## config.mk

```make
export PLATFORM = sky130hd
export DESIGN_NAME = serial_flash_spi_front_end
export DESIGN_NICKNAME = d
export VERILOG_FILES = /design/src/verilog/serial_flash_pkg.sv /design/src/verilog/byte_stream_if.sv /design/src/verilog/two_entry_buffer.sv /design/src/verilog/serial_flash_spi_front_end.sv
export SDC_FILE = /design/constraint.sdc
export NUM_CORES = 1
export LEC_CHECK = 0
export ABC_CLOCK_PERIOD_IN_PS = 5630
export BUFFER_PORTS_ARGS = -buffer_cell sky130_fd_sc_hd__buf_2
export CORE_MARGIN = 2
export CORE_UTILIZATION = 40
export DETAILED_ROUTE_END_ITERATION = 16
export GPL_TIMING_DRIVEN = 0
export PLACE_DENSITY = 0.56
export SETUP_SLACK_MARGIN = 0.2
export SLEW_MARGIN = 5
export SYNTH_ARGS = -nofsm -noshare
export SYNTH_HDL_FRONTEND = slang
export SYNTH_SLANG_ARGS = --single-unit
```

## constraint.sdc

```tcl
create_clock -name mclk -period 5.63 [get_ports mclk]
set_input_delay 0.563 -clock mclk [delete_from_list [all_inputs] [get_ports mclk]]
set_output_delay 0.563 -clock mclk [all_outputs]
set_load 0.02 [all_outputs]
```

## src/verilog/serial_flash_pkg.sv

```systemverilog
// Shared constants, opcodes and helpers for the serial flash front end.
`default_nettype none
package serial_flash_pkg;

  // Recognised opcodes.
  localparam logic [7:0] OP_WR_ENABLE   = 8'h06;
  localparam logic [7:0] OP_WR_DISABLE  = 8'h04;
  localparam logic [7:0] OP_WR_EN_VOL   = 8'h50;
  localparam logic [7:0] OP_RD_STATUS   = 8'h05;
  localparam logic [7:0] OP_WR_STATUS   = 8'h01;
  localparam logic [7:0] OP_READ        = 8'h03;
  localparam logic [7:0] OP_FAST_READ   = 8'h0B;
  localparam logic [7:0] OP_DUAL_OUT    = 8'h3B;
  localparam logic [7:0] OP_DUAL_IO     = 8'hBB;
  localparam logic [7:0] OP_PAGE_ERASE  = 8'h81;
  localparam logic [7:0] OP_SECT_ERASE  = 8'h20;
  localparam logic [7:0] OP_HALF_ERASE  = 8'h52;
  localparam logic [7:0] OP_BLK_ERASE   = 8'hD8;
  localparam logic [7:0] OP_CHIP_ERASE0 = 8'h60;
  localparam logic [7:0] OP_CHIP_ERASE1 = 8'hC7;
  localparam logic [7:0] OP_PROGRAM     = 8'h02;
  localparam logic [7:0] OP_POWER_DOWN  = 8'hB9;
  localparam logic [7:0] OP_WAKE_SIG    = 8'hAB;
  localparam logic [7:0] OP_MFR_ID      = 8'h90;
  localparam logic [7:0] OP_DUAL_ID     = 8'h92;
  localparam logic [7:0] OP_JEDEC_ID    = 8'h9F;
  localparam logic [7:0] OP_RST_ENABLE  = 8'h66;
  localparam logic [7:0] OP_RST         = 8'h99;
  localparam logic [7:0] OP_UNIQUE_ID   = 8'h4B;

  // Array organisation.
  localparam int            PAGE_BYTES   = 256;
  localparam int            SECTOR_PAGES = 16;
  localparam int            SECTOR_COUNT = 64;
  localparam logic [23:0]   ADDR_BOTTOM  = 24'h00_0000;
  localparam logic [23:0]   ADDR_TOP     = 24'h03_FFFF;

  // Byte positions within a frame, and the idle output byte.
  localparam logic [2:0]    IDX_ADDR_FIRST = 3'h1;
  localparam logic [2:0]    IDX_ADDR_LAST  = 3'h3;
  localparam logic [2:0]    IDX_MODE       = 3'h4;
  localparam logic [2:0]    IDX_SAT        = 3'h7;
  localparam logic [3:0]    UID_BYTES_LAST = 4'hF;
  localparam logic [7:0]    IDLE_BYTE      = 8'hFF;

  typedef enum logic [1:0] {
    ST_DESELECTED = 2'b00,
    ST_OPCODE     = 2'b01,
    ST_ACTIVE     = 2'b10,
    ST_STANDBY    = 2'b11
  } state_e;

  function automatic logic isKnown(input logic [7:0] op);
    case (op)
      OP_WR_ENABLE, OP_WR_DISABLE, OP_WR_EN_VOL, OP_RD_STATUS, OP_WR_STATUS,
      OP_READ, OP_FAST_READ, OP_DUAL_OUT, OP_DUAL_IO, OP_PAGE_ERASE,
      OP_SECT_ERASE, OP_HALF_ERASE, OP_BLK_ERASE, OP_CHIP_ERASE0,
      OP_CHIP_ERASE1, OP_PROGRAM, OP_POWER_DOWN, OP_WAKE_SIG, OP_MFR_ID,
      OP_DUAL_ID, OP_JEDEC_ID, OP_RST_ENABLE, OP_RST, OP_UNIQUE_ID: isKnown = 1'b1;
      default: isKnown = 1'b0;
    endcase
  endfunction

  // Commands that must end on a whole byte of clocks.
  function automatic logic isByteBound(input logic [7:0] op);
    case (op)
      OP_PROGRAM, OP_SECT_ERASE, OP_HALF_ERASE, OP_BLK_ERASE, OP_CHIP_ERASE0,
      OP_CHIP_ERASE1, OP_WR_STATUS, OP_WR_ENABLE, OP_WR_DISABLE,
      OP_POWER_DOWN, OP_PAGE_ERASE: isByteBound = 1'b1;
      default: isByteBound = 1'b0;
    endcase
  endfunction

  function automatic logic isDualIn(input logic [7:0] op);
    isDualIn = (op == OP_DUAL_IO) || (op == OP_DUAL_ID);
  endfunction

  function automatic logic isDualOut(input logic [7:0] op);
    isDualOut = (op == OP_DUAL_OUT) || (op == OP_DUAL_IO) || (op == OP_DUAL_ID);
  endfunction

  // Byte index at which data out begins; zero means no data out.
  function automatic logic [2:0] outStart(input logic [7:0] op);
    case (op)
      OP_RD_STATUS, OP_JEDEC_ID:                  outStart = 3'h1;
      OP_READ, OP_WAKE_SIG, OP_MFR_ID:            outStart = 3'h4;
      OP_FAST_READ, OP_DUAL_OUT, OP_DUAL_IO,
      OP_DUAL_ID, OP_UNIQUE_ID:                   outStart = 3'h5;
      default:                                    outStart = 3'h0;
    endcase
  endfunction

endpackage
`default_nettype wire

```

## src/verilog/byte_stream_if.sv

```systemverilog
// Valid/ready byte stream carrier between the front end and its buffer.
`timescale 1ns/1ps
`default_nettype none
interface byte_stream_if #(parameter int WIDTH = 9) ();
  logic             valid;
  logic             ready;
  logic [WIDTH-1:0] data;
  modport src (output valid, output data, input ready);
  modport snk (input valid, input data, output ready);
endinterface
`default_nettype wire

```

## src/verilog/two_entry_buffer.sv

```systemverilog
// Two-entry valid/ready buffer in the received-byte path.
`timescale 1ns/1ps
`default_nettype none
module two_entry_buffer #(
  parameter int WIDTH = 9
) (
  input wire logic     mclk,
  input wire logic     rst,
  byte_stream_if.snk   inPort,
  byte_stream_if.src   outPort
);

  if (WIDTH < 1)
  begin : gWidthCheck
    $error("two_entry_buffer needs WIDTH of at least 1");
  end

  logic [WIDTH-1:0] slot [2];
  logic             wrPtr;
  logic             rdPtr;
  logic [1:0]       count;
  logic             push;
  logic             pop;

  assign inPort.ready  = (count != 2'd2);
  assign outPort.valid = (count != 2'd0);
  assign outPort.data  = slot[rdPtr];
  assign push          = inPort.valid && inPort.ready;
  assign pop           = outPort.valid && outPort.ready;

  always_ff @(posedge mclk)
  begin
    if (push)
      slot[wrPtr] <= inPort.data;
  end

  always_ff @(posedge mclk or posedge rst)
  begin
    if (rst)
    begin
      wrPtr <= 1'b0;
      rdPtr <= 1'b0;
      count <= 2'd0;
    end
    else
    begin
      if (push)
        wrPtr <= ~wrPtr;
      if (pop)
        rdPtr <= ~rdPtr;
      count <= count + {1'b0, push} - {1'b0, pop};
    end
  end

endmodule
`default_nettype wire

```

## src/verilog/serial_flash_spi_front_end.sv

```systemverilog
// Serial command front end of a small serial flash, sampled on the system clock.
`timescale 1ns/1ps
`default_nettype none
module serial_flash_spi_front_end
  import serial_flash_pkg::*;
#(
  // Arbitrary identifier value; each part gets its own in production.
  parameter logic [127:0] UNIQUE_ID = 128'h1357_9BDF_0246_8ACE_FEDC_BA98_7654_3210
) (
  input  wire logic        mclk,
  input  wire logic        rst,
  input  wire logic        sclk,
  input  wire logic        csN,
  input  wire logic        dataLine0In,
  output logic             dataLine0Out,
  output logic             dataLine0Oe,
  input  wire logic        dataLine1In,
  output logic             dataLine1Out,
  output logic             dataLine1Oe,
  input  wire logic        opInProgress,
  input  wire logic [7:0]  statusBits,
  output logic             rxValid,
  input  wire logic        rxReady,
  output logic [8:0]       rxData,
  input  wire logic        txValid,
  input  wire logic [7:0]  txData,
  output logic             txReady,
  output logic             frameEnd,
  output logic             frameAligned,
  output logic             cmdAccepted,
  output logic             cmdReject,
  output logic             rxOverrun,
  output logic [23:0]      cmdAddr,
  output logic [5:0]       sectorIdx,
  output logic [9:0]       pageIdx,
  output logic [7:0]       pageOffset,
  output logic             inRange
);

  // ----------------------------------------------------------------
  // Pin synchronisers and edge detection
  // ----------------------------------------------------------------
  logic [1:0] sclkSync;
  logic [1:0] csSync;
  logic [1:0] d0Sync;
  logic [1:0] d1Sync;
  logic       sclkPrev;
  logic       csPrev;

  always_ff @(posedge mclk or posedge rst)
  begin
    if (rst)
    begin
      sclkSync <= 2'b00;
      csSync   <= 2'b11;
      d0Sync   <= 2'b00;
      d1Sync   <= 2'b00;
      sclkPrev <= 1'b0;
      csPrev   <= 1'b1;
    end
    else
    begin
      sclkSync <= {sclkSync[0], sclk};
      csSync   <= {csSync[0], csN};
      d0Sync   <= {d0Sync[0], dataLine0In};
      d1Sync   <= {d1Sync[0], dataLine1In};
      sclkPrev <= sclkSync[1];
      csPrev   <= csSync[1];
    end
  end

  // Edges are found from the level, so mode 0 and mode 3 need no setting.
  logic sclkRise;
  logic sclkFall;
  logic csRise;
  logic deselected;
  assign sclkRise   = sclkSync[1] & ~sclkPrev;
  assign sclkFall   = ~sclkSync[1] & sclkPrev;
  assign csRise     = csSync[1] & ~csPrev;
  assign deselected = csSync[1];

  // ----------------------------------------------------------------
  // Frame state and input shifting
  // ----------------------------------------------------------------
  state_e     state;
  logic [7:0] opcode;
  logic [7:0] shiftIn;
  logic [2:0] bitCnt;
  logic [2:0] clkCnt;
  logic [2:0] byteIdx;
  logic       dualIn;
  logic       outPhase;
  logic       receiving;
  logic [7:0] next_shiftIn;
  logic [2:0] next_bitCnt;
  logic       byteDone;
  logic       rxPush;

  assign receiving = (state == ST_OPCODE) || (state == ST_ACTIVE);
  assign dualIn    = (state == ST_ACTIVE) && isDualIn(opcode)
                     && (byteIdx >= IDX_ADDR_FIRST) && (byteIdx <= IDX_MODE);
  assign next_shiftIn = dualIn ? {shiftIn[5:0], d1Sync[1], d0Sync[1]}
                               : {shiftIn[6:0], d0Sync[1]};
  assign next_bitCnt  = bitCnt + (dualIn ? 3'd2 : 3'd1);
  assign byteDone     = sclkRise && receiving && (next_bitCnt == 3'd0);
  assign rxPush       = byteDone && !outPhase;

  always_ff @(posedge mclk or posedge rst)
  begin
    if (rst)
      state <= ST_DESELECTED;
    else if (deselected)
      state <= ST_DESELECTED;
    else
    begin
      case (state)
        ST_DESELECTED: state <= ST_OPCODE;
        ST_OPCODE:
          if (byteDone)
            state <= isKnown(next_shiftIn) ? ST_ACTIVE : ST_STANDBY;
        ST_ACTIVE:     state <= ST_ACTIVE;
        ST_STANDBY:    state <= ST_STANDBY;
        default:       state <= ST_DESELECTED;
      endcase
    end
  end

  always_ff @(posedge mclk or posedge rst)
  begin
    if (rst)
    begin
      shiftIn <= 8'h00;
      bitCnt  <= 3'd0;
      clkCnt  <= 3'd0;
      byteIdx <= 3'd0;
      opcode  <= 8'h00;
    end
    else if (deselected)
    begin
      bitCnt  <= 3'd0;
      clkCnt  <= 3'd0;
      byteIdx <= 3'd0;
    end
    else
    begin
      if (sclkRise)
        clkCnt <= clkCnt + 3'd1;
      if (sclkRise && receiving)
      begin
        shiftIn <= next_shiftIn;
        bitCnt  <= next_bitCnt;
      end
      if (byteDone && byteIdx != IDX_SAT)
        byteIdx <= byteIdx + 3'd1;
      if (byteDone && state == ST_OPCODE)
        opcode <= next_shiftIn;
    end
  end

  // ----------------------------------------------------------------
  // Address decode
  // ----------------------------------------------------------------
  // The first two address bytes collect here, so the address outputs load only once, together,
  // and never show a half-shifted address; pageOffset then steps on each program data byte.
  logic [15:0] addrShift;

  always_ff @(posedge mclk or posedge rst)
  begin
    if (rst)
    begin
      addrShift  <= 16'h0000;
      cmdAddr    <= ADDR_BOTTOM;
      sectorIdx  <= 6'd0;
      pageIdx    <= 10'd0;
      pageOffset <= 8'h00;
      // Address zero lies in the array, so the flag agrees with the reset address.
      inRange    <= 1'b1;
    end
    else if (rxPush && state == ST_ACTIVE)
    begin
      if (byteIdx >= IDX_ADDR_FIRST && byteIdx < IDX_ADDR_LAST)
        addrShift <= {addrShift[7:0], next_shiftIn};
      if (byteIdx == IDX_ADDR_LAST)
      begin
        cmdAddr    <= {addrShift, next_shiftIn};
        sectorIdx  <= addrShift[9:4];
        pageIdx    <= addrShift[9:0];
        pageOffset <= next_shiftIn;
        inRange    <= ({addrShift, next_shiftIn} <= ADDR_TOP);
      end
      else if (byteIdx > IDX_ADDR_LAST && opcode == OP_PROGRAM)
        pageOffset <= pageOffset + 8'h01;
    end
  end

  // ----------------------------------------------------------------
  // Received byte buffer
  // ----------------------------------------------------------------
  // The link cannot be stalled, so a full buffer can only be reported.
  byte_stream_if #(.WIDTH(9)) rxIn ();
  byte_stream_if #(.WIDTH(9)) rxOut ();

  assign rxIn.valid   = rxPush;
  assign rxIn.data    = {state == ST_OPCODE, next_shiftIn};
  assign rxValid      = rxOut.valid;
  assign rxData       = rxOut.data;
  assign rxOut.ready  = rxReady;

  two_entry_buffer #(.WIDTH(9)) rxBuffer (
    .mclk    (mclk),
    .rst     (rst),
    .inPort  (rxIn),
    .outPort (rxOut)
  );

  always_ff @(posedge mclk or posedge rst)
  begin
    if (rst)
      rxOverrun <= 1'b0;
    else if (rxPush && !rxIn.ready)
      rxOverrun <= 1'b1;
    else if (state == ST_DESELECTED && !deselected)
      rxOverrun <= 1'b0;
  end

  // ----------------------------------------------------------------
  // Output shifting
  // ----------------------------------------------------------------
  logic [7:0] txShift;
  logic [2:0] outCnt;
  logic [3:0] uidIdx;
  logic       dualOut;
  logic       localSource;
  logic [7:0] nextByte;
  logic       loadByte;

  assign dualOut     = isDualOut(opcode);
  assign outPhase    = (state == ST_ACTIVE) && (outStart(opcode) != 3'd0)
                       && (byteIdx >= outStart(opcode));
  assign localSource = (opcode == OP_RD_STATUS) || (opcode == OP_UNIQUE_ID);
  assign loadByte    = sclkFall && outPhase && (outCnt == 3'd0);
  assign txReady     = loadByte && !localSource;

  always_comb
  begin
    case (opcode)
      OP_RD_STATUS: nextByte = {statusBits[7:1], opInProgress};
      OP_UNIQUE_ID: nextByte = UNIQUE_ID[8'd127 - {uidIdx, 3'd0} -: 8];
      default:      nextByte = txValid ? txData : IDLE_BYTE;
    endcase
  end

  always_ff @(posedge mclk or posedge rst)
  begin
    if (rst)
    begin
      txShift      <= 8'h00;
      outCnt       <= 3'd0;
      uidIdx       <= 4'd0;
      dataLine0Out <= 1'b0;
      dataLine1Out <= 1'b0;
    end
    else if (deselected)
    begin
      outCnt <= 3'd0;
      uidIdx <= 4'd0;
    end
    else if (sclkFall && outPhase)
    begin
      if (loadByte)
      begin
        dataLine1Out <= nextByte[7];
        dataLine0Out <= nextByte[6];
        txShift      <= dualOut ? {nextByte[5:0], 2'b00} : {nextByte[6:0], 1'b0};
        outCnt       <= dualOut ? 3'd6 : 3'd7;
        if (opcode == OP_UNIQUE_ID && uidIdx != UID_BYTES_LAST)
          uidIdx <= uidIdx + 4'd1;
      end
      else
      begin
        dataLine1Out <= txShift[7];
        dataLine0Out <= txShift[6];
        txShift      <= dualOut ? {txShift[5:0], 2'b00} : {txShift[6:0], 1'b0};
        outCnt       <= outCnt - (dualOut ? 3'd2 : 3'd1);
      end
    end
  end

  // Enables drop in the same cycle the state leaves active, a cycle after the synchronised chip select goes high.
  assign dataLine1Oe = outPhase;
  assign dataLine0Oe = outPhase && dualOut;

  // ----------------------------------------------------------------
  // Frame end checks
  // ----------------------------------------------------------------
  always_ff @(posedge mclk or posedge rst)
  begin
    if (rst)
    begin
      frameEnd     <= 1'b0;
      frameAligned <= 1'b0;
      cmdAccepted  <= 1'b0;
      cmdReject    <= 1'b0;
    end
    else
    begin
      frameEnd     <= csRise;
      frameAligned <= csRise && (clkCnt == 3'd0);
      cmdAccepted  <= csRise && (state == ST_ACTIVE) && isByteBound(opcode) && (clkCnt == 3'd0);
      cmdReject    <= csRise && (state == ST_ACTIVE) && isByteBound(opcode) && (clkCnt != 3'd0);
    end
  end

endmodule
`default_nettype wire

```

==> out/qor.txt <==
startpoint types - register
largest cells by area after synthesis - dfrtp_1 39%, edfxtp_1 7.9%, mux2_2 5.8%
vias in the first global route - 5624
DIE AREA - 0.01815 sq mm
reg2reg setup slack - 0.68 ns
largest area contributor in the netlist - dfrtp_1
CP Capture Type - register
number of flops mapped to enable cells by yosys - 18
clk_lat worst skew - 0.42 ns
htree depth - 4
most common flop cell mapped by yosys - dfrtp_1
Setup TNS Final - 0 ns
Post-DP Area - 0.007602 sq mm
Syn. warnings - 0
Relative slew margins - 0.2139
initial antenna violation count - 0
Final period util - 0.8786
PostCTS Resize Cnt - 0
Leak - 3.793 nW
critical path type - register to register
drt pass-1 iters - 5
sink count of the clock tree - 128
largest net degree at the start of global routing - 65
Worst setup endpoint - state[0]
Clock Tree Root - clkbuf_16
via-per-instance ratio - 5.444
Layout Area Growth over Synthesis - 20.52%
clock buffer depth - 2
share of the synthesized area in the top cell type - 0.3881
Final setup violation count - 0
Chip Height - 134.7 um
fill cell count - 1582
Vias - 5656
Post-synth top cells - 106 x dfrtp_1, 63 x nand2_1, 59 x nor2_1, 46 x o21ai_0, 40 x inv_1
Max Freq - 202.2 MHz
Die Span X - 134.7 um
share of layout cells above drive strength 1 - 0.2454
Initial Util - 0.4106
Synth Register Bits - 128
worst reg2reg path depth - 17
Unique masters post-synth - 72
Cells after Synth - 694
CP Max Fanout - 9
VDD IR max - 238.6 uV
CTS tree - built
total global-route track usage - 0.2031
clock period minus worst slack - 4.946 ns
IO Port Bufs - 92
Setup Skew - 0.005932 ns
top-count cell post-synth - dfrtp_1
Post-Syn Area per Cell - 9.847 sq um
reg2reg end - state[0]
Synth async-reset ratio - 0.8594
CP required - 5.95 ns
PwrDens - 360.7 mW/mm^2
first-pass GRT wire length - 28.77 mm
post-route ant nets - 0
Setup Fix Bufs, Post-CTS - 0
count of final hold-check violations - 0
routed len/inst - 17.23 um
sequential share of the synthesized area - 0.4826
Num CTS Buffers - 17
Final Total Pwr - 0.002971 W
Clk pin slew, worst setup/hold paths - 0.06 ns
status - completed
DRC viols - 0
max cap viols - 0
RSZ-0062 raised after global routing - no
diode count - 0
syn_nets - 743
GRT overflow - 0
Core Box Area - 0.01664 sq mm
routability cong. - 0.8733
arrival time worst endpoint - 5.27 ns
estimated wirelength of the detail-placed design - 12.60 mm
Critical Path Start - state[0]
fin area - 0.008237 sq mm
FP Rows - 47
post-layout net count - 855
slew of the pin with the lowest slew margin - 1.169 ns
Slew Limit Fails - 0
Post-Syn Area - 0.006834 sq mm
DR iter-0 viols - 267
I/O pin cnt - 94
WL final - 17.90 mm
reg-to-reg critical path startpoint - state[0]
hold_buf cts - 0
worst hold path type - input port to async pin
==> state kept, by name, indices dropped and copies added (netlist names), 2 cells and up <==
| register | flops |
|---|---|
| addrShift | 16 |
| bitCnt | 3 |
| byteIdx | 3 |
| clkCnt | 3 |
| cmdAddr | 24 |
| csSync | 2 |
| d0Sync | 2 |
| d1Sync | 2 |
| opcode | 8 |
| outCnt | 3 |
| pageOffset | 8 |
| rxBuffer.count | 2 |
| rxBuffer.slot | 18 |
| sclkSync | 2 |
| shiftIn | 7 |
| state | 2 |
| txShift | 7 |
| uidIdx | 4 |
==> layout by cell type, fill, tap and decap left out, types with 4 or more instances in the layout <==
master and n:
buf_2 98, and2_1 5, nand3_1 16, ha_1 22
nor2b_1 8, nand2_1 63, inv_6 4, mux2i_1 8
o21ai_0 46, or3_1 7, nor3_1 14, xor2_1 5
nor2_1 58, xnor2_1 8, a31oi_1 6, and3_1 10
o22a_1 5, inv_8 4, o31ai_1 6, nand4_1 9
dfstp_2 4, buf_4 18, clkbuf_16 18, or4_1 6
nor4_1 4, a211oi_1 8, a21oi_1 33, nand2b_1 11
dfrtp_1 106, a21boi_0 4, edfxtp_1 18, inv_1 39
mux2_2 35, clkbuf_1 30, o211ai_1 7
==> layer usage <==
layer | vias up | wire length (um) | GRT usage
li1 | 2663 | - | -
met1 | 2800 | 8166 | 0.2692
met2 | 174 | 8562 | 0.3263
met3 | 19 | 948 | 0.04392
met4 | 0 | 223 | 0.07895
met5 | - | 0 | 0
==> how the worst min path moves through the flow <==
stage	startpoint	slack [ns]	cells past startpoint	end
finish	rst	0.16	2	clkCnt[2]
global route	rst	0.19	2	clkCnt[2]
CTS	rst	0.17	2	clkCnt[2]
detailed placement	sclkSync[0]	0.34	0	sclkSync[1]
global placement	d1Sync[0]	0.33	0	d1Sync[1]
floorplan	d0Sync[0]	0.33	0	d0Sync[1]
==> through the flow <==
| step | instances | worst slack, ns | hold slack (ns) | util |
|---|---|---|---|---|
| detailed placement | 1007 | 0.4225 | 0.3356 | 0.4568 |
| global route | 1039 | 0.2275 | 0.1864 | 0.4949 |
| floorplan | 694 | 1.497 | 0.3312 | - |
| finish | 1039 | 0.6837 | 0.1649 | 0.4949 |
| CTS | 1039 | 0.3898 | 0.1731 | 0.4946 |
| global placement | 1006 | 0.5480 | 0.3331 | 0.4549 |
==> power breakdown <==
group	switching (W)	leakage (nW)	total, W	internal, W
registers	0.0000636	1.59	0.00108	0.00102
logic	0.000494	1.89	0.000721	0.000228
clock network	0.000458	0.308	0.00117	0.000708
==> cells by family after synthesis <==
group                    Yosys count  synth area share
multiplexers                      43           0.06939
buffers and inverters             99           0.06646
flip-flops                       128            0.4826
adder cells (fa/ha/maj)           24           0.04614
XOR/XNOR                          13           0.01666
AND/OR/NAND/NOR                  231            0.1684
AO/OA/AOI/OAI                    156            0.1503
==> critical path, cell delays in order (launching register included) <==
cell and delay [ns]:
dfrtp_1 0.42, inv_1 0.13, ha_1 0.17, clkbuf_1 0.36, and3_1 0.25, and3_1 0.16
clkbuf_1 0.41, inv_1 0.18, ha_1 0.23, fa_1 0.41, xor2_1 0.18, or4_1 0.39
clkbuf_1 0.20, or3b_2 0.49, clkbuf_1 0.22, a41oi_1 0.26, nand4_1 0.13, o31ai_1 0.27
==> layout make-up <==
class / count / area (sq um) / share of cell area
plain buffers: 58 / 300.3 / 0.03646
clock inverters: 13 / 165.2 / 0.02005
well taps: 220 / 275.3 / 0.03342
inverters: 41 / 158.9 / 0.01929
multi-input cells: 467 / 3087 / 0.3748
clock buffers: 19 / 464.2 / 0.05636
repair buffers: 93 / 488.0 / 0.05924
flip-flops and latches: 128 / 3298 / 0.4004
No activity file was read; power rests on OpenSTA's default activity.
